## config.mk

```make
export PLATFORM = sky130hd
export DESIGN_NAME = dvs_volume
export DESIGN_NICKNAME = d
export VERILOG_FILES = /design/src/dvs_volume.v
export VERILOG_INCLUDE_DIRS = /design/src /design/src/src
export SDC_FILE = /design/constraint.sdc
export NUM_CORES = 2
export LEC_CHECK = 0
export BUFFER_PORTS_ARGS = -buffer_cell sky130_fd_sc_hd__buf_2
export CORE_MARGIN = 3
export CORE_UTILIZATION = 50
export CTS_BUF_LIST = sky130_fd_sc_hd__clkbuf_8
export CTS_CLUSTER_SIZE = 14
export DETAILED_ROUTE_END_ITERATION = 10
export PLACE_DENSITY = 0.66
export SYNTH_ARGS = -nofsm -noshare
export SYNTH_HDL_FRONTEND = slang
export SYNTH_SLANG_ARGS = --single-unit
```

## constraint.sdc

```tcl
create_clock -name clock -period 20.3 [get_ports clock]
set_input_delay 4.06 -clock clock [delete_from_list [all_inputs] [get_ports clock]]
set_output_delay 4.06 -clock clock [all_outputs]
set_load 0.05 [all_outputs]
```

## src/dvs_consts.vh

```
// Constants for the DAC volume soft-step block.
`ifndef DVS_CONSTS_VH
`define DVS_CONSTS_VH
`define DVS_ADDR_W        5
`define DVS_REG_CTRL      5'h00
`define DVS_REG_LEFT_VOL  5'h04
`define DVS_REG_RIGHT_VOL 5'h08
`define DVS_REG_MASTER    5'h0c
`define DVS_REG_STATUS    5'h10
`define DVS_REG_INPUT_LVL 5'h14
`define DVS_REG_WEAK_HOLD 5'h18
`define DVS_CTRL_RST      14'h0000
`define DVS_VOL_RST       8'h00
`define DVS_LVL_RST       24'h000000
`define DVS_HOLD_RST      6'h00
`define DVS_B_SOFT_OFF    0
`define DVS_B_SLOW        1
`define DVS_B_POWER       2
`define DVS_B_LEFT_ON     3
`define DVS_B_RIGHT_ON    4
`define DVS_F_BIAS        6:5
`define DVS_F_CM          8:7
`define DVS_F_FX          11:9
`define DVS_B_ADC_SOFT    12
`define DVS_B_ADC_SLOW    13
`define DVS_B_VOL_MUTE    7
`define DVS_F_VOL_ATT     6:0
`define DVS_MUTE_IDX      8'h80
`define DVS_STEPS_OCT     8'h0c
`define DVS_LVL_MAX       4'h8
`define DVS_FRAC_SHIFT    16
`define DVS_PD_TIME_CYC   16
`endif

```

## src/dvs_volume.v

```verilog
// DAC digital volume with soft-stepping, power and effects sequencing.
`timescale 1ns/1ps
`include "dvs_consts.vh"
// Summary of operation
// RULE1: Each channel attenuates 0 to -63.5 dB in 0.5 dB steps.
// RULE2: Each channel has its own mute and setting, independent of the other.
// RULE3: A master volume write sets both channel targets at once.
// RULE4: Soft-stepping moves applied gain one step per sample toward target.
// RULE5: Slow bit makes the ramp one step per two samples.
// RULE6: Read-only done bit shows applied gain equals requested gain.
// RULE7: Soft-step disable makes a new target apply at once.
// RULE8: Host keeps the clock running until the power-down flag reads set.
// RULE9: Power-down flag sets only after ramp to mute and power-down sequence; the code also loads it set at reset.
// RULE10: Effects selection change ramps to mute, switches, ramps back.
// RULE11: At DAC power-up the gain starts muted and ramps up.
// RULE12: At DAC power-down gain ramps to mute before circuitry powers down; the code holds only dac_power_on, the analog enables drop with their ctrl bits.
// RULE13: Two-bit bias current field resets to lowest current.
// RULE14: Two-bit field selects one of four output common-mode levels.
// RULE15: Whole DAC power control plus per-channel analog power controls.
// RULE16: Each input has a 0 to -12 dB level in 1.5 dB steps.
// RULE17: Input levels soft-step with the ADC soft-step rate and enable.
// RULE18: Unselected inputs float by default; option holds them weakly at CM.
// RULE19: Host clears the weak hold for any selected input.
// RULE20: Output is sample times applied gain; mute gives zero; sample-timed.
// RULE21: Ramp to mute steps past lowest attenuation; done clears on change.
module dvs_volume #(
	parameter DW        = 24,
	parameter NIN       = 6,
	parameter PD_CYCLES = `DVS_PD_TIME_CYC
) (
	// Clock and reset.
	input  wire                   clock,
	input  wire                   rst_n,
	// Avalon-MM slave.
	input  wire [`DVS_ADDR_W-1:0] avs_address,
	input  wire                   avs_read,
	input  wire                   avs_write,
	input  wire [31:0]            avs_writedata,
	output reg  [31:0]            avs_readdata,
	output reg                    avs_waitrequest,
	// Sample stream.
	input  wire                   in_valid,
	input  wire [DW-1:0]          in_left,
	input  wire [DW-1:0]          in_right,
	output reg                    out_valid,
	output wire [DW-1:0]          out_left,
	output wire [DW-1:0]          out_right,
	// Analog configuration.
	output reg                    dac_power_on,
	output reg                    dac_left_analog_on,
	output reg                    dac_right_analog_on,
	output reg  [1:0]             dac_bias_sel,
	output reg  [1:0]             output_common_mode_select,
	output reg  [2:0]             effects_select,
	output wire [4*NIN-1:0]       input_gain_stage_level,
	output reg  [NIN-1:0]         weak_cm_hold
);

	localparam S_OFF    = 5'h01;
	localparam S_RUN    = 5'h02;
	localparam S_FXMUTE = 5'h04;
	localparam S_PDMUTE = 5'h08;
	localparam S_PDSEQ  = 5'h10;

	reg  [13:0]      ctrl;
	reg  [7:0]       vol_l;
	reg  [7:0]       vol_r;
	reg  [4*NIN-1:0] lvl;
	reg  [NIN-1:0]   wh;
	reg  [4:0]       state;
	reg  [4:0]       next_state;
	reg  [15:0]      pd_cnt;
	reg              pd_done;
	reg              phase;
	reg              adc_phase;
	reg  [31:0]      rdmux;
	wire [15:0]      appl_all;
	wire [1:0]       done;
	wire [2*DW-1:0]  in_pair;
	wire [2*DW-1:0]  out_pair;
	wire             req;
	wire             force_mute;
	wire             soft_en;
	wire             tick;
	wire             adc_tick;
	wire             both_muted;

	function [15:0] mant;
		input [3:0] k;
		begin
			case (k)
			4'h0: mant = 16'hffff;
			4'h1: mant = 16'hf1a2;
			4'h2: mant = 16'he412;
			4'h3: mant = 16'hd745;
			4'h4: mant = 16'hcb30;
			4'h5: mant = 16'hbfc9;
			4'h6: mant = 16'hb505;
			4'h7: mant = 16'haadc;
			4'h8: mant = 16'ha145;
			4'h9: mant = 16'h9838;
			4'ha: mant = 16'h8fad;
			default: mant = 16'h879c;
			endcase
		end
	endfunction

	assign req        = avs_read | avs_write;
	assign in_pair    = {in_right, in_left};
	assign out_left   = out_pair[DW-1:0];
	assign out_right  = out_pair[2*DW-1:DW];
	assign soft_en    = ~ctrl[`DVS_B_SOFT_OFF];
	assign force_mute = ~state[1];
	// Slow mode lets only every second sample move the gain.
	assign tick       = in_valid & (~ctrl[`DVS_B_SLOW] | phase); // RULE5
	assign adc_tick   = in_valid & (~ctrl[`DVS_B_ADC_SLOW] | adc_phase); // RULE17
	assign both_muted = (appl_all[7:0] == `DVS_MUTE_IDX) &
	                    (appl_all[15:8] == `DVS_MUTE_IDX);

	always @(posedge clock) begin
		if (!rst_n) begin
			phase     <= 1'b0;
			adc_phase <= 1'b0;
			out_valid <= 1'b0;
		end else begin
			out_valid <= in_valid;
			if (in_valid) begin
				phase     <= ~phase;
				adc_phase <= ~adc_phase;
			end
		end
	end

	genvar ch;
	generate
		for (ch = 0; ch < 2; ch = ch + 1) begin : g_ch
			reg  [7:0]         appl;
			reg  [DW-1:0]      o;
			wire [7:0]         vol = (ch == 0) ? vol_l : vol_r;
			// Index 128 sits one step past -63.5 dB and means zero output.
			wire [7:0]         req_idx = vol[`DVS_B_VOL_MUTE] ?
				`DVS_MUTE_IDX : {1'b0, vol[`DVS_F_VOL_ATT]}; // RULE1 RULE2
			wire [7:0]         tgt = force_mute ? `DVS_MUTE_IDX : req_idx;
			wire [7:0]         oct = appl / `DVS_STEPS_OCT;
			wire [7:0]         frc = appl % `DVS_STEPS_OCT;
			wire signed [DW-1:0] s = in_pair[ch*DW +: DW];
			wire signed [16:0] m = {1'b0, mant(frc[3:0])};
			wire signed [DW+16:0] prod = s * m;
			wire signed [DW+16:0] scl = (prod >>> `DVS_FRAC_SHIFT) >>> oct[3:0];
			always @(posedge clock) begin
				if (!rst_n) begin
					appl <= `DVS_MUTE_IDX;
					o    <= {DW{1'b0}};
				end else begin
					if (!soft_en) begin
						if (in_valid)
							appl <= tgt; // RULE7
					end else if (tick && appl != tgt) begin
						if (appl < tgt)
							appl <= appl + 8'h01; // RULE4 RULE21
						else
							appl <= appl - 8'h01; // RULE4
					end
					if (in_valid) begin
						if (appl[7])
							o <= {DW{1'b0}}; // RULE20
						else
							o <= scl[DW-1:0]; // RULE20
					end
				end
			end
			assign appl_all[ch*8 +: 8]  = appl;
			assign done[ch]             = (appl == req_idx); // RULE6 RULE21
			assign out_pair[ch*DW +: DW] = o;
		end
	endgenerate

	genvar ip;
	generate
		for (ip = 0; ip < NIN; ip = ip + 1) begin : g_in
			wire [3:0] raw = lvl[ip*4 +: 4];
			// Codes above the last step are treated as -12 dB.
			wire [3:0] tgt = (raw > `DVS_LVL_MAX) ? `DVS_LVL_MAX : raw; // RULE16
			reg  [3:0] cur;
			always @(posedge clock) begin
				if (!rst_n) begin
					cur <= 4'h0;
				end else if (!ctrl[`DVS_B_ADC_SOFT]) begin
					cur <= tgt;
				end else if (adc_tick && cur != tgt) begin
					if (cur < tgt)
						cur <= cur + 4'h1; // RULE17
					else
						cur <= cur - 4'h1; // RULE17
				end
			end
			assign input_gain_stage_level[ip*4 +: 4] = cur;
		end
	endgenerate

	always @* begin
		next_state = state;
		case (state)
		S_OFF:
			if (ctrl[`DVS_B_POWER])
				next_state = S_RUN; // RULE11
		S_RUN:
			if (!ctrl[`DVS_B_POWER])
				next_state = S_PDMUTE; // RULE12
			else if (ctrl[`DVS_F_FX] != effects_select)
				next_state = S_FXMUTE; // RULE10
		S_FXMUTE:
			if (both_muted)
				next_state = S_RUN; // RULE10
		S_PDMUTE:
			if (both_muted)
				next_state = S_PDSEQ; // RULE12
		S_PDSEQ:
			if (pd_cnt == PD_CYCLES - 1)
				next_state = S_OFF; // RULE9
		default:
			next_state = S_OFF;
		endcase
	end

	always @(posedge clock) begin
		if (!rst_n) begin
			state               <= S_OFF;
			pd_cnt              <= 16'h0000;
			pd_done             <= 1'b1;
			effects_select      <= 3'h0;
			dac_power_on        <= 1'b0;
			dac_left_analog_on  <= 1'b0;
			dac_right_analog_on <= 1'b0;
			dac_bias_sel        <= 2'h0;
			output_common_mode_select <= 2'h0;
			weak_cm_hold        <= `DVS_HOLD_RST;
		end else begin
			state <= next_state;
			if (state == S_PDSEQ)
				pd_cnt <= pd_cnt + 16'h0001;
			else
				pd_cnt <= 16'h0000;
			pd_done <= (next_state == S_OFF); // RULE9
			if (state == S_FXMUTE && both_muted)
				effects_select <= ctrl[`DVS_F_FX]; // RULE10
			// DAC power stays on through the mute ramp; each analog enable also follows its own control bit.
			dac_power_on        <= (next_state != S_OFF); // RULE15 RULE12
			dac_left_analog_on  <= (next_state != S_OFF) &
			                       ctrl[`DVS_B_LEFT_ON]; // RULE15
			dac_right_analog_on <= (next_state != S_OFF) &
			                       ctrl[`DVS_B_RIGHT_ON]; // RULE15
			dac_bias_sel        <= ctrl[`DVS_F_BIAS]; // RULE13
			output_common_mode_select <= ctrl[`DVS_F_CM]; // RULE14
			weak_cm_hold        <= wh; // RULE18
		end
	end

	always @* begin
		rdmux = 32'h00000000;
		case (avs_address)
		`DVS_REG_CTRL:      rdmux[13:0] = ctrl;
		`DVS_REG_LEFT_VOL:  rdmux[7:0]  = vol_l;
		`DVS_REG_RIGHT_VOL: rdmux[7:0]  = vol_r;
		`DVS_REG_MASTER:    rdmux[7:0]  = vol_l;
		`DVS_REG_STATUS:    rdmux[2:0]  = {pd_done, done}; // RULE6 RULE9
		`DVS_REG_INPUT_LVL: rdmux[4*NIN-1:0] = lvl;
		`DVS_REG_WEAK_HOLD: rdmux[NIN-1:0]   = wh;
		default:            rdmux = 32'h00000000;
		endcase
	end

	// One wait cycle keeps read data registered ahead of the completing edge.
	always @(posedge clock) begin
		if (!rst_n) begin
			avs_waitrequest <= 1'b1;
			avs_readdata    <= 32'h00000000;
			ctrl            <= `DVS_CTRL_RST; // RULE13
			vol_l           <= `DVS_VOL_RST;
			vol_r           <= `DVS_VOL_RST;
			lvl             <= `DVS_LVL_RST;
			wh              <= `DVS_HOLD_RST; // RULE18
		end else begin
			avs_waitrequest <= 1'b1;
			if (req && avs_waitrequest) begin
				avs_waitrequest <= 1'b0;
				avs_readdata    <= rdmux;
			end
			if (avs_write && !avs_waitrequest) begin
				case (avs_address)
				`DVS_REG_CTRL:      ctrl  <= avs_writedata[13:0];
				`DVS_REG_LEFT_VOL:  vol_l <= avs_writedata[7:0]; // RULE2
				`DVS_REG_RIGHT_VOL: vol_r <= avs_writedata[7:0]; // RULE2
				`DVS_REG_MASTER: begin
					vol_l <= avs_writedata[7:0]; // RULE3
					vol_r <= avs_writedata[7:0]; // RULE3
				end
				`DVS_REG_INPUT_LVL: lvl <= avs_writedata[4*NIN-1:0];
				`DVS_REG_WEAK_HOLD: wh  <= avs_writedata[NIN-1:0];
				default: ;
				endcase
			end
		end
	end

endmodule

```

==> metrics.txt <==
worst-path fanout max=22; total global-route track usage=0.254; die area=89200 um^2; Worst Reg-to-Reg Cells=29; commonest non-fill, non-tap cell in the layout=inv_1; final instance area=45300 um^2; M1 GR Usage=0.357; outcome=completed; Syn Inst Count=5158; final hold violations=0; Yosys reg bits=214; Ys Warns=0; fin. max-slew vios=0; setup violators final=0; vias in the first global route=35.2k; fin util=0.537; RR Endpoint=out_left[10]; Vias/cell=5.55; Die X=299 um; root buffer cell=clkbuf_8; Worst Skew=0.0224 ns; Rows=106; final wirelength=111000 um; Die Ht=299 um; RSZ-0062 raised after global routing=no; met2 Resource Use GR=0.412; clk buf depth=3; Slew headroom=0.181; Clock Sinks=214; CP required=20.80 ns; RePlAce Congestion=0.913; DP HPWL=88400 um; most frequent cells in the layout=949 x inv_1, 770 x nand2_1, 758 x fa_1; Inst Count DP=6265; placed cell areas=44600 um^2; Top Ports=212; core area=84200 um^2; first-pass GRT wire length=187000 um; Avg Cell Area, Syn=8.30 um^2; Top FF cell, synth=dfxtp_1; DRC Markers=0; largest net degree at the start of global routing=76; area of the multi-input gates=34000 um^2; FFs w/ async S/R, synth=0; Fill cells=7989; Finished Layout Cells=6326; Tmin final=11.24 ns; GR Util met3=0.0471; clk_lat worst skew=0.56 ns; CP Capture Type=flip-flop; Worst Path Arrival=11.74 ns; worst-margin pin slew=1.22 ns; Fmax=88.9 MHz; htree depth=2; post_cts resized=0; TritonCTS clock tree=yes; # hold bufs at CTS=0; Iteration-0 DRC Markers=2412; NumNets Final=6286; gr ovfl total=0; Max-Cap Viols=0; Detail Route Antenna Nets=0; share of layout cells above drive strength 1=0.0701; port bufs=195; Critical Path Start Type=input port; sequential area share after synthesis=0.100; worst setup path end=out_left[23]; Post-CTS Setup Inserts=0; TritonCTS Buffers=36; initial antenna violation count=0; Min-Delay Path Depth=1; Reg clk slew, reported paths=0.07 ns; Initial Util=0.508; vias=35.1k; flop2flop setup slack=9.21 ns; fin crit share=0.554; Avg WL per Cell=17.5 um; Initial DRT Pass Iterations=5; Cell Area, Synth=42800 um^2; FF+latch area=4280 um^2; setup TNS=0 ns; n_diodes=0; synth unique cells=103; reg2reg start=g_ch[0].appl[3]; CP Class=input port to flip-flop; grt peak-use layer=met2; Synth-to-Final Area Change=5.71%; CP startpoint=in_left[23]; Post-synth EDFFs=0; Hold/Removal Path Class=flip-flop to flip-flop
-- how the worst min path moves through the flow --
stage                     slack (ns)       from         to
after floorplan                 0.42  pd_cnt[0]  pd_cnt[0]
after global placement          0.43  pd_cnt[0]  pd_cnt[0]
after detailed placement        0.44  pd_cnt[0]  pd_cnt[0]
after CTS                       0.45  pd_cnt[0]  pd_cnt[0]
after global routing            0.46  pd_cnt[0]  pd_cnt[0]
final                           0.44  pd_cnt[0]  pd_cnt[0]
-- Yosys cell counts, types with 22 or more instances --
cell | count | area, um^2
nor2_1 | 248 | 931
fa_1 | 758 | 15200
clkbuf_1 | 202 | 758
dfxtp_1 | 214 | 4280
a22oi_1 | 26 | 195
o211ai_1 | 49 | 368
nand3_1 | 83 | 415
ha_1 | 269 | 3370
o21a_1 | 23 | 173
a31oi_1 | 25 | 156
and3_1 | 22 | 138
a211oi_1 | 62 | 465
xor2_1 | 33 | 289
nor2b_1 | 112 | 701
buf_2 | 56 | 280
nand2_1 | 770 | 2890
nand4_1 | 23 | 144
nand2b_1 | 37 | 231
mux2i_1 | 77 | 771
o22ai_1 | 23 | 144
a21oi_1 | 257 | 1290
and2_1 | 234 | 1460
inv_1 | 936 | 3510
nor3_1 | 44 | 220
o21ai_0 | 125 | 626
xnor2_1 | 90 | 788
a21o_1 | 40 | 300
-- final cells by class --
cell class,count,share of cell area
multi-input cells,3735,0.751
flip-flops and latches,214,0.0947
inverters,939,0.0779
well taps,1134,0.0313
repair buffers,243,0.0295
clock buffers,42,0.0128
clock inverters,19,0.00257
-- critical path: stages --
cell and delay (ns):
buf_2 0.35, nand2_1 0.20, fa_1 0.72, inv_1 0.14, fa_1 0.88, fa_1 0.51, fa_1 0.47, fa_1 0.55
inv_1 0.05, fa_1 0.52, inv_1 0.05, ha_1 0.45, a21o_1 0.25, a221oi_1 0.30, o21ai_0 0.20, nor3_1 0.37
a21oi_1 0.22, a41oi_1 0.34, nand2_1 0.21, a211oi_2 0.47, a21boi_0 0.28, o21a_1 0.13
-- stage by stage --
stage | hold WS [ns] | worst slack [ns]
after floorplan | 0.418 | 9.30
after global placement | 0.430 | 8.55
after detailed placement | 0.436 | 8.47
after CTS | 0.449 | 9.01
after global routing | 0.465 | 8.42
final | 0.445 | 9.06
-- state kept, by name (all words and copies together), names as in the netlist, 16 cells and up --
signal	cells
g_ch.vol	16
lvl	24
g_ch.appl	16
out_left	24
avs_readdata	24
out_right	24
pd_cnt	16
g_in.cur	24
-- logic make-up (layout without fill, tap and decap cells) --
| group | after synthesis | after routing | synth area share |
|---|---|---|---|
| AOI/OAI and AO/OA | 831 | 831 | 0.130 |
| and+or+nand+nor | 1654 | 1654 | 0.180 |
| other | 1 | 8 | 0.0000876 |
| xor gates and xnor gates | 125 | 125 | 0.0259 |
| buffers and inverters | 1216 | 1243 | 0.109 |
| adders and majority gates | 1027 | 1027 | 0.433 |
| DFF | 214 | 214 | 0.100 |
| muxes | 90 | 90 | 0.0214 |
-- routing by layer --
| metal | routed length (um) | vias up |
|---|---|---|
| li1 | - | 16356 |
| met5 | 0 | - |
| met1 | 49000 | 17584 |
| met3 | 8110 | 133 |
| met2 | 51400 | 1013 |
| met4 | 2160 | 0 |
Power is not shown: default switching activity piles up to over one toggle a cycle in this logic, so the estimate is an artifact.
